==> config.mk <==
export PLATFORM = sky130hd
export DESIGN_NAME = ipps_top
export DESIGN_NICKNAME = d
export VERILOG_FILES = /design/src/pkg/ipps_pkg.sv /design/src/hdl/ipps_top.sv
export SDC_FILE = /design/constraint.sdc
export NUM_CORES = 1
export LEC_CHECK = 0
export BUFFER_PORTS_ARGS = -buffer_cell sky130_fd_sc_hd__buf_2
export CAP_MARGIN = 20
export CELL_PAD_IN_SITES_DETAIL_PLACEMENT = 2
export CELL_PAD_IN_SITES_GLOBAL_PLACEMENT = 2
export CORE_UTILIZATION = 41
export CTS_BUF_LIST = sky130_fd_sc_hd__clkbuf_4 sky130_fd_sc_hd__clkbuf_8
export CTS_CLUSTER_DIAMETER = 120
export CTS_CLUSTER_SIZE = 10
export DETAILED_ROUTE_END_ITERATION = 8
export HOLD_SLACK_MARGIN = 0.12
export PLACE_DENSITY = 0.9
export SLEW_MARGIN = 20
export SYNTH_ARGS = -nofsm -noshare
export SYNTH_HDL_FRONTEND = slang
export SYNTH_SLANG_ARGS = --single-unit
==> constraint.sdc <==
create_clock -name clk -period 66.5 [get_ports clk]
set_input_delay 13.3 -clock clk [delete_from_list [all_inputs] [get_ports clk]]
set_output_delay 13.3 -clock clk [all_outputs]
set_load 0.005 [all_outputs]
==> src/pkg/ipps_pkg.sv <==
// ipps_pkg: constants shared by the interrupt priority and pin sense block.
// assumes a word-indexed register port with 16-bit data.
package ipps_pkg;

    // ------------------------------------------------------------
    // register indexes on the register port
    // ------------------------------------------------------------
    localparam logic [3:0] ADDR_PRIORITY_EXT_LINES_LOW  = 4'h0;
    localparam logic [3:0] ADDR_PRIORITY_EXT_LINES_HIGH = 4'h1;
    localparam logic [3:0] ADDR_PRIORITY_DMA_CHANNELS   = 4'h2;
    localparam logic [3:0] ADDR_PRIORITY_TIMER_UNITS_A  = 4'h3;
    localparam logic [3:0] ADDR_PRIORITY_TIMER_UNITS_B  = 4'h4;
    localparam logic [3:0] ADDR_PRIORITY_TIMER_SERIAL   = 4'h5;
    localparam logic [3:0] ADDR_PRIORITY_CONV_XFER_CMP  = 4'h6;
    localparam logic [3:0] ADDR_PRIORITY_WDOG_BUS_IO    = 4'h7;
    localparam logic [3:0] ADDR_PIN_SENSE_CONTROL       = 4'h8;
    localparam logic [3:0] ADDR_EXT_REQUEST_FLAGS       = 4'h9;

    // ------------------------------------------------------------
    // sizes and field layout
    // ------------------------------------------------------------
    localparam int NUM_PRIO_REGS  = 8;
    localparam int NUM_FIELDS     = 32;   // four 4-bit fields per register
    localparam int NUM_LINES      = 8;
    localparam int FIELD_W        = 4;
    localparam int FIRST_PERIPH   = 8;    // fields 0..7 are the external lines
    localparam int WDOG_BUS_FIELD = 28;   // shared by watchdog and bus controller
    localparam int LAST_USED      = 29;   // fields 30 and 31 are reserved

    localparam logic [15:0] PRIO_RESET  = 16'h0000;
    localparam logic [8:0]  CTRL_RESET  = 9'h000;
    localparam logic [7:0]  FLAGS_RESET = 8'h00;

    // pin sense control bits
    localparam int CTRL_NMI_LEVEL_BIT = 15;
    localparam int CTRL_NMI_EDGE_BIT  = 8;
    localparam int CTRL_SENSE_MSB     = 7;

endpackage

==> src/hdl/ipps_top.sv <==
// ipps_top: priority registers, pin sense control and external request flags
// of the interrupt controller, with request selection toward the cpu.
// assumes pins are asynchronous to clk; cpu, transfer controller and
// peripheral request inputs are synchronous to clk.
//
// What this block does
// - eight 16-bit read/write priority registers giving levels 0 to 15.
// - each priority register holds four 4-bit fields at 15:12, 11:8, 7:4, 3:0.
// - field value zero is lowest level, all ones is highest level fifteen.
// - fields map to lines 0-7, dma, timers, serial, converter, watchdog/bus, io.
// - one shared field gives the same level to every source sharing it.
// - priority registers clear on power-on and manual reset, hold in standby.
// - pin sense control resets on power-on only, holds in standby.
// - control bit 15 reads the nonmaskable pin level, writes ignored.
// - control bits 14 to 9 read zero; software writes zero.
// - control bit 8 picks falling (0) or rising (1) nonmaskable edge.
// - control bits 7 to 0 pick low level or falling edge for lines 0-7.
// - request flags reset on power-on and manual reset, hold in standby.
// - flag register bits 15 to 8 read zero; software writes zero.
// - flag bits 7 down to 0 belong to lines 0 through 7.
// - level sensed flag reads one while the line is low.
// - edge sensed flag sets on a falling edge and holds.
// - edge flag clears on writing zero after reading it as one.
// - edge flag clears when the cpu takes that line's exception.
// - edge flag clears when a transfer triggered by that line completes.
// - equal levels resolve by fixed default order, then position in field.
// - request forwarded only when level exceeds the cpu mask level.
// - edge pending requests are discarded by power-on or manual reset.
// - request output pin goes low and mirrors the request to the cpu.
//
// Added by the designer: the strobed register port and the address map.
`timescale 1ns/1ps

module ipps_top (
    input  wire logic        clk,
    input  wire logic        reset_n,          // power-on reset
    input  wire logic        manual_reset,     // synchronous manual reset
    // register port
    input  wire logic [3:0]  reg_addr,
    input  wire logic [15:0] reg_wdata,
    input  wire logic        reg_wr,
    input  wire logic        reg_rd,
    output logic      [15:0] reg_rdata,
    // external pins
    input  wire logic        nmi_pin,
    input  wire logic [7:0]  irq_pin_n,        // bit i is line i, active low
    output logic             request_output_pin_n,
    // on-chip peripheral requests, one per field 8..29
    input  wire logic [29:8] periph_req,
    input  wire logic        bus_controller_req, // shares field 28 with watchdog
    // cpu side
    input  wire logic [3:0]  cpu_mask_level,
    output logic             cpu_int_req,
    output logic [3:0]       cpu_int_level,
    output logic [4:0]       cpu_int_field,
    output logic             cpu_int_sub,      // 1 = bus controller in field 28
    input  wire logic        cpu_exc_ack,      // one-cycle pulse
    input  wire logic [4:0]  cpu_exc_field,
    output logic             nmi_req,
    input  wire logic        nmi_ack,          // one-cycle pulse
    // data transfer controller
    input  wire logic        xfer_done,        // one-cycle pulse
    input  wire logic [2:0]  xfer_done_line
);

    // ------------------------------------------------------------
    // pin synchronisers
    // ------------------------------------------------------------
    logic [7:0] irq_s1_r;
    logic [7:0] irq_s2_r;
    logic [7:0] irq_prev_r;
    logic       nmi_s1_r;
    logic       nmi_s2_r;
    logic       nmi_prev_r;

    // first stage feeds only the second; edges compare stage two with its delay
    always_ff @(posedge clk or negedge reset_n) begin
        if (!reset_n) begin
            irq_s1_r   <= 8'hff;
            irq_s2_r   <= 8'hff;
            irq_prev_r <= 8'hff;
            nmi_s1_r   <= 1'b1;
            nmi_s2_r   <= 1'b1;
            nmi_prev_r <= 1'b1;
        end else begin
            irq_s1_r   <= irq_pin_n;
            irq_s2_r   <= irq_s1_r;
            irq_prev_r <= irq_s2_r;
            nmi_s1_r   <= nmi_pin;
            nmi_s2_r   <= nmi_s1_r;
            nmi_prev_r <= nmi_s2_r;
        end
    end

    // ------------------------------------------------------------
    // register port decode
    // ------------------------------------------------------------
    logic wr_prio;
    logic wr_ctrl;
    logic wr_flags;
    logic rd_flags;

    assign wr_prio  = reg_wr && (reg_addr <= ipps_pkg::ADDR_PRIORITY_WDOG_BUS_IO);
    assign wr_ctrl  = reg_wr && (reg_addr == ipps_pkg::ADDR_PIN_SENSE_CONTROL);
    assign wr_flags = reg_wr && (reg_addr == ipps_pkg::ADDR_EXT_REQUEST_FLAGS);
    assign rd_flags = reg_rd && (reg_addr == ipps_pkg::ADDR_EXT_REQUEST_FLAGS);

    // ------------------------------------------------------------
    // priority registers
    // ------------------------------------------------------------
    logic [15:0] prio_r [ipps_pkg::NUM_PRIO_REGS];

    // cleared by both resets; no standby input, so contents simply hold
    always_ff @(posedge clk or negedge reset_n) begin
        if (!reset_n) begin
            for (int i = 0; i < ipps_pkg::NUM_PRIO_REGS; i++) begin
                prio_r[i] <= ipps_pkg::PRIO_RESET;
            end
        end else if (manual_reset) begin
            for (int i = 0; i < ipps_pkg::NUM_PRIO_REGS; i++) begin
                prio_r[i] <= ipps_pkg::PRIO_RESET;
            end
        end else if (wr_prio) begin
            prio_r[reg_addr[2:0]] <= reg_wdata;
        end
    end

    // field f sits in register f/4; field 0 of a register is bits 15:12
    logic [3:0] field_lvl [ipps_pkg::NUM_FIELDS];

    for (genvar f = 0; f < ipps_pkg::NUM_FIELDS; f++) begin : g_field
        localparam int LSB = 12 - 4 * (f % 4);
        assign field_lvl[f] = prio_r[f / 4][LSB +: ipps_pkg::FIELD_W];
    end

    // ------------------------------------------------------------
    // pin sense control
    // ------------------------------------------------------------
    logic       nmi_edge_sel_r;
    logic [7:0] sense_sel_r;   // bit 7 is line 0 as in the register

    // power-on reset only; manual reset leaves the sense modes alone
    always_ff @(posedge clk or negedge reset_n) begin
        if (!reset_n) begin
            nmi_edge_sel_r <= ipps_pkg::CTRL_RESET[8];
            sense_sel_r    <= ipps_pkg::CTRL_RESET[7:0];
        end else if (wr_ctrl) begin
            nmi_edge_sel_r <= reg_wdata[ipps_pkg::CTRL_NMI_EDGE_BIT];
            sense_sel_r    <= reg_wdata[ipps_pkg::CTRL_SENSE_MSB:0];
        end
    end

    // ------------------------------------------------------------
    // external line flags
    // ------------------------------------------------------------
    logic [7:0] edge_flag_r;   // index is line number
    logic [7:0] armed_r;       // flag was read as one since last clear
    logic [7:0] line_edge_mode;
    logic [7:0] line_req;
    logic [7:0] fall;
    logic [7:0] clr_now;

    for (genvar l = 0; l < ipps_pkg::NUM_LINES; l++) begin : g_line
        assign line_edge_mode[l] = sense_sel_r[7 - l];
        assign fall[l]           = irq_prev_r[l] && !irq_s2_r[l];
        assign line_req[l]       = line_edge_mode[l] ? edge_flag_r[l]
                                                     : !irq_s2_r[l];
        // any of the three clear sources for this line
        assign clr_now[l] = (wr_flags && armed_r[l] && !reg_wdata[7 - l])
                         || (cpu_exc_ack && cpu_exc_field == 5'(l))
                         || (xfer_done && xfer_done_line == 3'(l));
    end

    // a falling edge in the clearing cycle wins, so no request is lost
    always_ff @(posedge clk or negedge reset_n) begin
        if (!reset_n) begin
            edge_flag_r <= ipps_pkg::FLAGS_RESET;
        end else if (manual_reset) begin
            edge_flag_r <= ipps_pkg::FLAGS_RESET;
        end else begin
            edge_flag_r <= (fall & line_edge_mode)
                         | (edge_flag_r & ~clr_now);
        end
    end

    // arming: a read that returns one for the line arms its zero-write clear
    always_ff @(posedge clk or negedge reset_n) begin
        if (!reset_n) begin
            armed_r <= 8'h00;
        end else if (manual_reset) begin
            armed_r <= 8'h00;
        end else begin
            for (int l = 0; l < ipps_pkg::NUM_LINES; l++) begin
                if (wr_flags && !reg_wdata[7 - l]) begin
                    armed_r[l] <= 1'b0;
                end else if (rd_flags && line_edge_mode[l] && edge_flag_r[l]) begin
                    armed_r[l] <= 1'b1;
                end else if (!edge_flag_r[l]) begin
                    armed_r[l] <= 1'b0;
                end
            end
        end
    end

    // ------------------------------------------------------------
    // read data, one cycle after the strobe
    // ------------------------------------------------------------
    logic [15:0] rd_mux;
    logic [7:0]  flags_view;

    for (genvar l = 0; l < ipps_pkg::NUM_LINES; l++) begin : g_view
        assign flags_view[7 - l] = line_req[l];
    end

    always_comb begin
        rd_mux = 16'h0000;
        if (reg_addr <= ipps_pkg::ADDR_PRIORITY_WDOG_BUS_IO) begin
            rd_mux = prio_r[reg_addr[2:0]];
        end else if (reg_addr == ipps_pkg::ADDR_PIN_SENSE_CONTROL) begin
            rd_mux[ipps_pkg::CTRL_NMI_LEVEL_BIT] = nmi_s2_r;
            rd_mux[ipps_pkg::CTRL_NMI_EDGE_BIT]  = nmi_edge_sel_r;
            rd_mux[7:0]                          = sense_sel_r;
        end else if (reg_addr == ipps_pkg::ADDR_EXT_REQUEST_FLAGS) begin
            rd_mux[7:0] = flags_view;
        end
    end

    // unmapped indexes read zero
    always_ff @(posedge clk or negedge reset_n) begin
        if (!reset_n) begin
            reg_rdata <= 16'h0000;
        end else if (reg_rd) begin
            reg_rdata <= rd_mux;
        end else begin
            reg_rdata <= 16'h0000;
        end
    end

    // ------------------------------------------------------------
    // nonmaskable request
    // ------------------------------------------------------------
    logic nmi_edge;

    assign nmi_edge = nmi_edge_sel_r ? (!nmi_prev_r && nmi_s2_r)
                                     : (nmi_prev_r && !nmi_s2_r);

    // edge pending, so discarded by either reset; a new edge beats the ack
    always_ff @(posedge clk or negedge reset_n) begin
        if (!reset_n) begin
            nmi_req <= 1'b0;
        end else if (manual_reset) begin
            nmi_req <= 1'b0;
        end else begin
            nmi_req <= nmi_edge || (nmi_req && !nmi_ack);
        end
    end

    // ------------------------------------------------------------
    // request selection
    // ------------------------------------------------------------
    logic [31:0] field_req;
    logic [3:0]  best_lvl;
    logic [4:0]  best_field;
    logic        best_any;

    always_comb begin
        field_req                   = 32'h0000_0000;
        field_req[7:0]              = line_req;
        field_req[29:8]             = periph_req;
        field_req[ipps_pkg::WDOG_BUS_FIELD] = periph_req[ipps_pkg::WDOG_BUS_FIELD]
                                            || bus_controller_req;
    end

    // scan from the lowest default priority up; ">=" lets lower indexes win ties
    always_comb begin
        best_lvl   = 4'h0;
        best_field = 5'h00;
        best_any   = 1'b0;
        for (int f = ipps_pkg::LAST_USED; f >= 0; f--) begin
            if (field_req[f] && (!best_any || field_lvl[f] >= best_lvl)) begin
                best_lvl   = field_lvl[f];
                best_field = 5'(f);
                best_any   = 1'b1;
            end
        end
    end

    // registered request; the pin is the same signal inverted
    always_ff @(posedge clk or negedge reset_n) begin
        if (!reset_n) begin
            cpu_int_req   <= 1'b0;
            cpu_int_level <= 4'h0;
            cpu_int_field <= 5'h00;
            cpu_int_sub   <= 1'b0;
        end else if (manual_reset) begin
            cpu_int_req   <= 1'b0;
            cpu_int_level <= 4'h0;
            cpu_int_field <= 5'h00;
            cpu_int_sub   <= 1'b0;
        end else begin
            cpu_int_req   <= best_any && (best_lvl > cpu_mask_level);
            cpu_int_level <= best_lvl;
            cpu_int_field <= best_field;
            // watchdog ranks above bus controller inside the shared field
            cpu_int_sub   <= (best_field == 5'(ipps_pkg::WDOG_BUS_FIELD))
                          && !periph_req[ipps_pkg::WDOG_BUS_FIELD];
        end
    end

    assign request_output_pin_n = !cpu_int_req;

endmodule

==> run_results.csv, run 1 <==
group,metric,value,unit
run_status,status,"finished clean",
setup_path,timing.critical_path.to_type,"flop",
global_routing,track_usage,41.27,%
drt,drt-wirelength-per-cell,32.23,um
final_layout,finalNetCount,2042,
clock_tree,clock_path_buffers,3,
sta,tns,0,ns
sta,finalHoldViolCount,0,
sta,timing.hold.ws,0.3533,ns
synthesis,dominant_combinational_cell_family_by_area_after_synthesis,"compound AO/OA/AOI/OAI gates",
final_layout,multi_input_area,8945,um2
global_routing,grt_pass1_vias,17790,
drt,avgViaCountPerCell,6.835,
setup_path,regToRegEndpoint,"cpu_int_req",
sta,timing.final.crit_share,96.28,%
synthesis,top_cells_by_area_in_the_synthesized_netlist,"dfrtp_1, nand2_1, ha_1",
setup_path,setup.worst_path.class,"in2reg",
placement,place_inst,2300,
floorplan,fp.dieArea,36790,um2
flow_run,cap_violations,0,
drt,drc,0,
synthesis,synth_top_cell_by_area,"dfrtp_1",
synthesis,yosysSeqAreaShare,35.46,%
worst_hold_path,whs_path_depth,0,
sta,timing.slew.headroom,20.37,%
drt,routed_wl,75780,um
drt,ant_nets,0,
synthesis,synth_xor_xnor_area_share,0,%
power,worst_ir_drop_vdd,0.02893,mV
final_layout,fill_cells,3900,
clock_tree,clock_latency_on_the_worst_skew_pair,0.60,ns
synthesis,synthesized_cell_area,14770,um2
setup_path,cp_slowest_stage_delay,0.65,ns
setup_path,worstSetupStartpointType,"input pin",
worst_hold_path,hold_sp,"irq_s1_r[6]",
synthesis,synth_top_area_share,30.66,%
setup_path,worst_path_most_repeated_cell,"ha_1",
synthesis,synth_adder_area_share,8.453,%
drt,drt_pass1_iterations,5,
global_routing,grt-ovfl-total,0,
synthesis,number_of_enable_flip_flop_cells_after_synthesis,0,
clock_tree,cts.root.buffer_cell,"clkbuf_8",
clock_tree,cts-buffers-inserted,24,
final_layout,regArea,5239,um2
synthesis,mux_cell_area_share_after_synthesis,2.270,%
synthesis,synthesis.yosys.warnings,0,
sta,max_slew.worst_pin.slew,1.190,ns
power,switching_share,51.42,%
power,static-leakage-power,6.931,nW
floorplan,floorplan.io_pins,101,
sta,clock.fmax,0.01562,GHz
final_layout,final_core_utilization,45.57,%
setup_path,critical-path-slowest-cell,"nor2_1",
sta,finalClockSkew,0.03479,ns
setup_path,regToRegSetupSlack,14.88,ns
clock_tree,clk_pin_slew_worst_paths,0.09,ns
sta,timing_max_transition_violations_final,0,
drt,via_count,16070,
sta,report.final.setup_viol,0,
power,power_frac_clock,12.8,%
sta,final.min_clock_period,64.03,ns
placement,hpwl,49510,um
synthesis,netlist-cell-type-count,98,
setup_path,worst-endpoint-required,67.02,ns
clock_tree,total_number_of_h_tree_levels,1,
global_routing,first_pass_grt_wire_length,112900,um
floorplan,die_x,191.8,um
setup_path,worst_r2r_path_depth,227,
placement,globalplace.congestion,0.9460,
worst_hold_path,hold_path_end,"irq_s2_r[6]",
power,p_comb_share,69.4,%
power,p_int,384.3,uW
worst_hold_path,holdCritPathClass,"reg2reg",
floorplan,starting_density,41.63,%
power,p_per_area,48.91,nW/um2
final_layout,final_layout_size_suffix_gt1_share,14.66,%
synthesis,synth_compound_gate_area_share,26.76,%
global_routing,grt_start_max_net_pins,94,
power,total_switching_power,406.6,uW
synthesis,ys_ff_latch,208,
synthesis,post-synth-top-count-cell,"nand2_1",
synthesis,synth.top_cells.by_count,"nand2_1, a21oi_1, dfrtp_1",
synthesis,ys_async_sr_fraction,100.0,%
synthesis,postSynth.topFlopCell,"dfrtp_1",
power,power.sequential.fraction,17.8,%
global_routing,antenna_violations_before_repair,7,
clock_tree,clock_sink_count,208,
synthesis,syn-instance-count,1819,
clock_tree,tritoncts,"built",
synthesis,synthesis.area_per_instance,8.121,um2
floorplan,die_h,191.8,um
placement,buffers_added_on_ports,100,
setup_path,worst-path-max-fanout,13,
synthesis,syn-num-nets,1990,
floorplan,placementRows,69,
setup_path,r2r_start,"field_lvl[10]",
setup_path,worstPathArrival,64.55,ns
final_layout,instances_no_fill,2351,
floorplan,core_area,35480,um2
synthesis,yosys.area_share.simple,22.59,%
clock_tree,cts.hold.buffers_added,0,
final_layout,synthToLayoutAreaGrowth,9.460,%
drt,detail_route.iter0.violations,1379,
==> worst max-delay path, delay by kind of cell <==
family | cells | cell delay [ns]
mux | 7 | 2.81
compound gates | 115 | 26.13
simple gates | 66 | 12.16
fa+ha+maj | 31 | 8.70
buf+inv | 9 | 1.37
==> timing repair <==
| item | CTS | global route |
|---|---|---|
| resized for setup | 0 | 13 |
| setup endpoints to repair | 0 | 11 |
| buffers inserted | 0 | 5 |
| hold endpoints to repair | 0 | 0 |
==> per-layer routing <==
metal	vias up	GRT usage, %	part of all wire [%]
li1	6600	-	-
met1	8116	48.97	38
met2	968	67.09	47
met3	380	9.867	8.9
met4	6	25.79	6.9
met5	-	0	0.054
==> worst max-delay path by stage <==
stage                              start          end
after floorplan           periph_req[29]  cpu_int_req
after global placement    periph_req[29]  cpu_int_req
after detailed placement  periph_req[29]  cpu_int_req
after CTS                 periph_req[29]  cpu_int_req
after global routing      periph_req[29]  cpu_int_req
final                     periph_req[29]  cpu_int_req
==> power by group through the flow <==
stage | clock network (mW) | registers, mW | logic, mW
3_3_place_gp | 0 | 0.141 | 0.456
6_report | 0.101 | 0.141 | 0.549
4_1_cts | 0.101 | 0.140 | 0.526
3_5_place_dp | 0 | 0.142 | 0.498
5_1_grt | 0.105 | 0.141 | 0.586
2_1_floorplan | 0 | 0.140 | 0.358
==> cells by family after synthesis <==
group / after synthesis
simple gates: 724
compound gates: 590
buf+inv: 167
flops: 208
fa+ha+maj: 100
mux: 30
==> layout make-up <==
type                       count  area share (%)
tap                          461           3.567
antenna                        1         0.01548
clock buffer                  44           3.049
inverter                      79           1.834
timing repair buffer         114           3.822
sequential                   208           32.40
multi-input combinational   1444           55.32
==> sequential cells by signal (all words and copies together) (netlist names), 4 cells and up <==
signal	cells
cpu_int_level	4
armed_r	8
irq_s2_r	8
edge_flag_r	8
reg_rdata	16
field_lvl	128
irq_s1_r	8
cpu_int_field	5
sense_sel_r	8
irq_prev_r	8
==> cell usage in the layout, fill, tap and decap left out, types with 9 or more instances in the layout <==
master / netlist / routed
a21boi_0: 9 / 9
a21o_1: 38 / 36
a21oi_1: 210 / 209
a22oi_1: 34 / 34
a31oi_1: 22 / 21
and2_1: 35 / 35
buf_2: 7 / 98
buf_4: 0 / 15
clkbuf_4: 0 / 18
clkbuf_8: 0 / 26
dfrtp_1: 181 / 181
dfstp_2: 27 / 27
ha_1: 99 / 99
inv_1: 79 / 79
mux2_2: 20 / 20
nand2_1: 379 / 378
nand2b_1: 43 / 43
nand3_1: 29 / 29
nand3b_1: 20 / 20
nor2_1: 119 / 114
nor2b_1: 16 / 16
nor3_1: 14 / 13
o211ai_1: 25 / 25
o21a_1: 21 / 21
o21ai_0: 72 / 70
o21ai_1: 9 / 9
o22ai_1: 34 / 34
or2_2: 11 / 11
==> metrics by stage <==
step	instance area [um2]	total power [mW]	setup WS, ns
after floorplan	14770	0.4977	11.21
after global placement	15560	0.5975	6.150
after detailed placement	15560	0.6397	2.668
after CTS	16060	0.7665	1.485
after global routing	16170	0.8318	-0.03869
final	16170	0.7909	2.474
Power figures use the tool's default switching activity.
==> inputs of run 2 (changes only) <==
--- a/config.mk
+++ b/config.mk
@@ -9,13 +9,13 @@
 export CAP_MARGIN = 20
 export CELL_PAD_IN_SITES_DETAIL_PLACEMENT = 2
 export CELL_PAD_IN_SITES_GLOBAL_PLACEMENT = 2
-export CORE_UTILIZATION = 41
+export CORE_UTILIZATION = 25
 export CTS_BUF_LIST = sky130_fd_sc_hd__clkbuf_4 sky130_fd_sc_hd__clkbuf_8
 export CTS_CLUSTER_DIAMETER = 120
 export CTS_CLUSTER_SIZE = 10
 export DETAILED_ROUTE_END_ITERATION = 8
 export HOLD_SLACK_MARGIN = 0.12
-export PLACE_DENSITY = 0.9
+export PLACE_DENSITY = 0.6
 export SLEW_MARGIN = 20
 export SYNTH_ARGS = -nofsm -noshare
 export SYNTH_HDL_FRONTEND = slang
==> run 2 against run 1 <==
  * Wire length fell by 13%
  * Final cell count is 13% higher
  * Die area grew 63%
  * Clock skew is 0.0075 ns higher
  * Largest cell class unchanged
  * Worst hold slack better by 0.0038 ns
  * Setup slack gained 1.7 ns
==> run_results.csv, run 2 (same netlist as run 1, synthesis figures left out) <==
group,metric,value,unit
run_status,status,"finished clean",
global_routing,antenna_violations_before_repair,1,
clock_tree,cts.root.buffer_cell,"clkbuf_8",
clock_tree,clock_path_buffers,3,
drt,drt-wirelength-per-cell,24.98,um
drt,drc,0,
placement,globalplace.congestion,0.8774,
sta,timing_max_transition_violations_final,0,
global_routing,track_usage,21.88,%
clock_tree,clock_sink_count,208,
global_routing,grt_start_max_net_pins,91,
final_layout,antennaDiodeCount,0,
power,switching_share,48.75,%
floorplan,die_x,245.1,um
worst_hold_path,whs_path_depth,0,
sta,finalHoldViolCount,0,
drt,routed_wl,66170,um
setup_path,worstSetupStartpointType,"input pin",
clock_tree,clk_pin_slew_worst_paths,0.09,ns
setup_path,critical-path-slowest-cell,"a21oi_1",
power,worst_ir_drop_vdd,0.02132,mV
setup_path,worst_path_most_repeated_cell,"ha_1",
sta,tns,0,ns
drt,avgViaCountPerCell,5.418,
global_routing,grt-ovfl-total,0,
global_routing,grtUsageMet1,30.30,%
clock_tree,cts.hold.buffers_added,0,
final_layout,final_layout_size_suffix_gt1_share,14.07,%
clock_tree,clock_latency_on_the_worst_skew_pair,0.60,ns
power,power_frac_clock,13.2,%
sta,final.min_clock_period,62.29,ns
setup_path,r2r_start,"field_lvl[10]",
placement,pre_cts_ws,3.552,ns
drt,via_count,14350,
clock_tree,cts-buffers-inserted,24,
worst_hold_path,hold_path_end,"irq_s2_r[7]",
setup_path,cp_slowest_stage_delay,0.72,ns
power,total_switching_power,355.2,uW
global_routing,first_pass_grt_wire_length,99120,um
final_layout,synthToLayoutAreaGrowth,11.46,%
setup_path,worst_r2r_path_depth,223,
clock_tree,tritoncts,"built",
floorplan,fp.dieArea,60070,um2
setup_path,regToRegSetupSlack,16.58,ns
floorplan,die_h,245.1,um
sta,timing.final.crit_share,93.66,%
global_routing,grt_pass1_vias,15410,
drt,ant_nets,0,
clock_tree,cts_setup_buffers,0,
setup_path,worst-endpoint-required,66.94,ns
sta,report.final.setup_viol,0,
flow_run,cap_violations,0,
floorplan,floorplan.io_pins,101,
final_layout,finalNetCount,2037,
sta,timing.slew.headroom,22.19,%
sta,rsz0062_at_grt,"no",
drt,drt_pass1_iterations,5,
drt,detail_route.iter0.violations,897,
power,p_int,373.4,uW
worst_hold_path,hold_sp,"irq_s1_r[7]",
placement,buffers_added_on_ports,100,
clock_tree,post_cts_resized,0,
final_layout,largest_reg_flops,128,
setup_path,setup.worst_path.class,"in2reg",
global_routing,globalRoute.busiestLayer,"met2",
sta,post-route-worst-setup-slack,4.215,ns
global_routing,grt.met3_usage,2.449,%
global_routing,groute.layer.met2.usage,36.13,%
setup_path,regToRegEndpoint,"cpu_int_req",
floorplan,placementRows,88,
setup_path,worst-path-max-fanout,12,
clock_tree,total_number_of_h_tree_levels,1,
setup_path,timing.critical_path.to_type,"flop",
sta,max_slew.worst_pin.slew,1.135,ns
placement,hpwl,50860,um
sta,clock.fmax,0.01606,GHz
final_layout,layout.cells.most_common_list,"nand2_1, a21oi_1, dfrtp_1",
floorplan,starting_density,25.46,%
setup_path,worstPathArrival,62.72,ns
power,static-leakage-power,6.902,nW
worst_hold_path,holdCritPathClass,"reg2reg",
floorplan,core_area,58030,um2
final_layout,layout_commonest_cell,"nand2_1",
power,power.sequential.fraction,19.2,%
power,p_per_area,44.25,nW/um2
sta,timing.hold.ws,0.3571,ns
power,p_comb_share,67.6,%
sta,finalClockSkew,0.04232,ns
==> run 2: cell count changes in the layout (fill, tap and decap cells not counted), moves of 2 or more <==
cell	previous run	this run
buf_4	15	10
nor2_1	114	111
nor2_2	5	8
a21o_1	36	38
a21o_2	2	0
o21ai_2	4	2
==> run 2: power by group through the flow <==
stage	clock (mW)	sequential, mW	combinational, mW
5_1_grt	0.104	0.140	0.547
4_1_cts	0.0994	0.140	0.498
2_1_floorplan	0	0.140	0.358
6_report	0.0965	0.140	0.492
3_3_place_gp	0	0.142	0.476
3_5_place_dp	0	0.142	0.496
==> run 2: worst max path at each step <==
stage | startpoint | end
after floorplan | periph_req[29] | cpu_int_req
after global placement | periph_req[29] | cpu_int_req
after detailed placement | periph_req[29] | cpu_int_req
after CTS | periph_req[29] | cpu_int_req
after global routing | periph_req[29] | cpu_int_req
final | periph_req[29] | cpu_int_req
==> run 2: cell type report <==
cell class / instances / area (um2)
Tap cell: 765 / 957.2
Fill cell: 6676 / 41560
Timing Repair Buffer: 109 / 580.6
Multi-Input combinational cell: 1444 / 8900
Clock buffer: 44 / 493.0
Inverter: 79 / 296.5
Sequential cell: 208 / 5239
==> run 2: metal layers <==
metal,wire [um],part of all wire (%)
met4,1394,2.1
met1,31310,47
met3,2691,4.1
met5,0,0
met2,30780,47
==> run 2: critical path, delay by kind of cell <==
kind	cells	cell delay, ns
fa+ha+maj	31	8.25
compound gates	118	26.62
mux	7	2.81
buf+inv	6	0.66
simple gates	62	11.01
==> run 2: through the flow <==
stage | instances | utilization (%) | instance area, um2 | power (mW)
2_1_floorplan | 1819 | - | 14770 | 0.4977
3_3_place_gp | 2605 | 27.49 | 15950 | 0.6183
3_5_place_dp | 2605 | 27.50 | 15960 | 0.6379
4_1_cts | 2649 | 28.35 | 16450 | 0.7375
5_1_grt | 2649 | 28.38 | 16470 | 0.7909
6_report | 2649 | 28.38 | 16470 | 0.7286
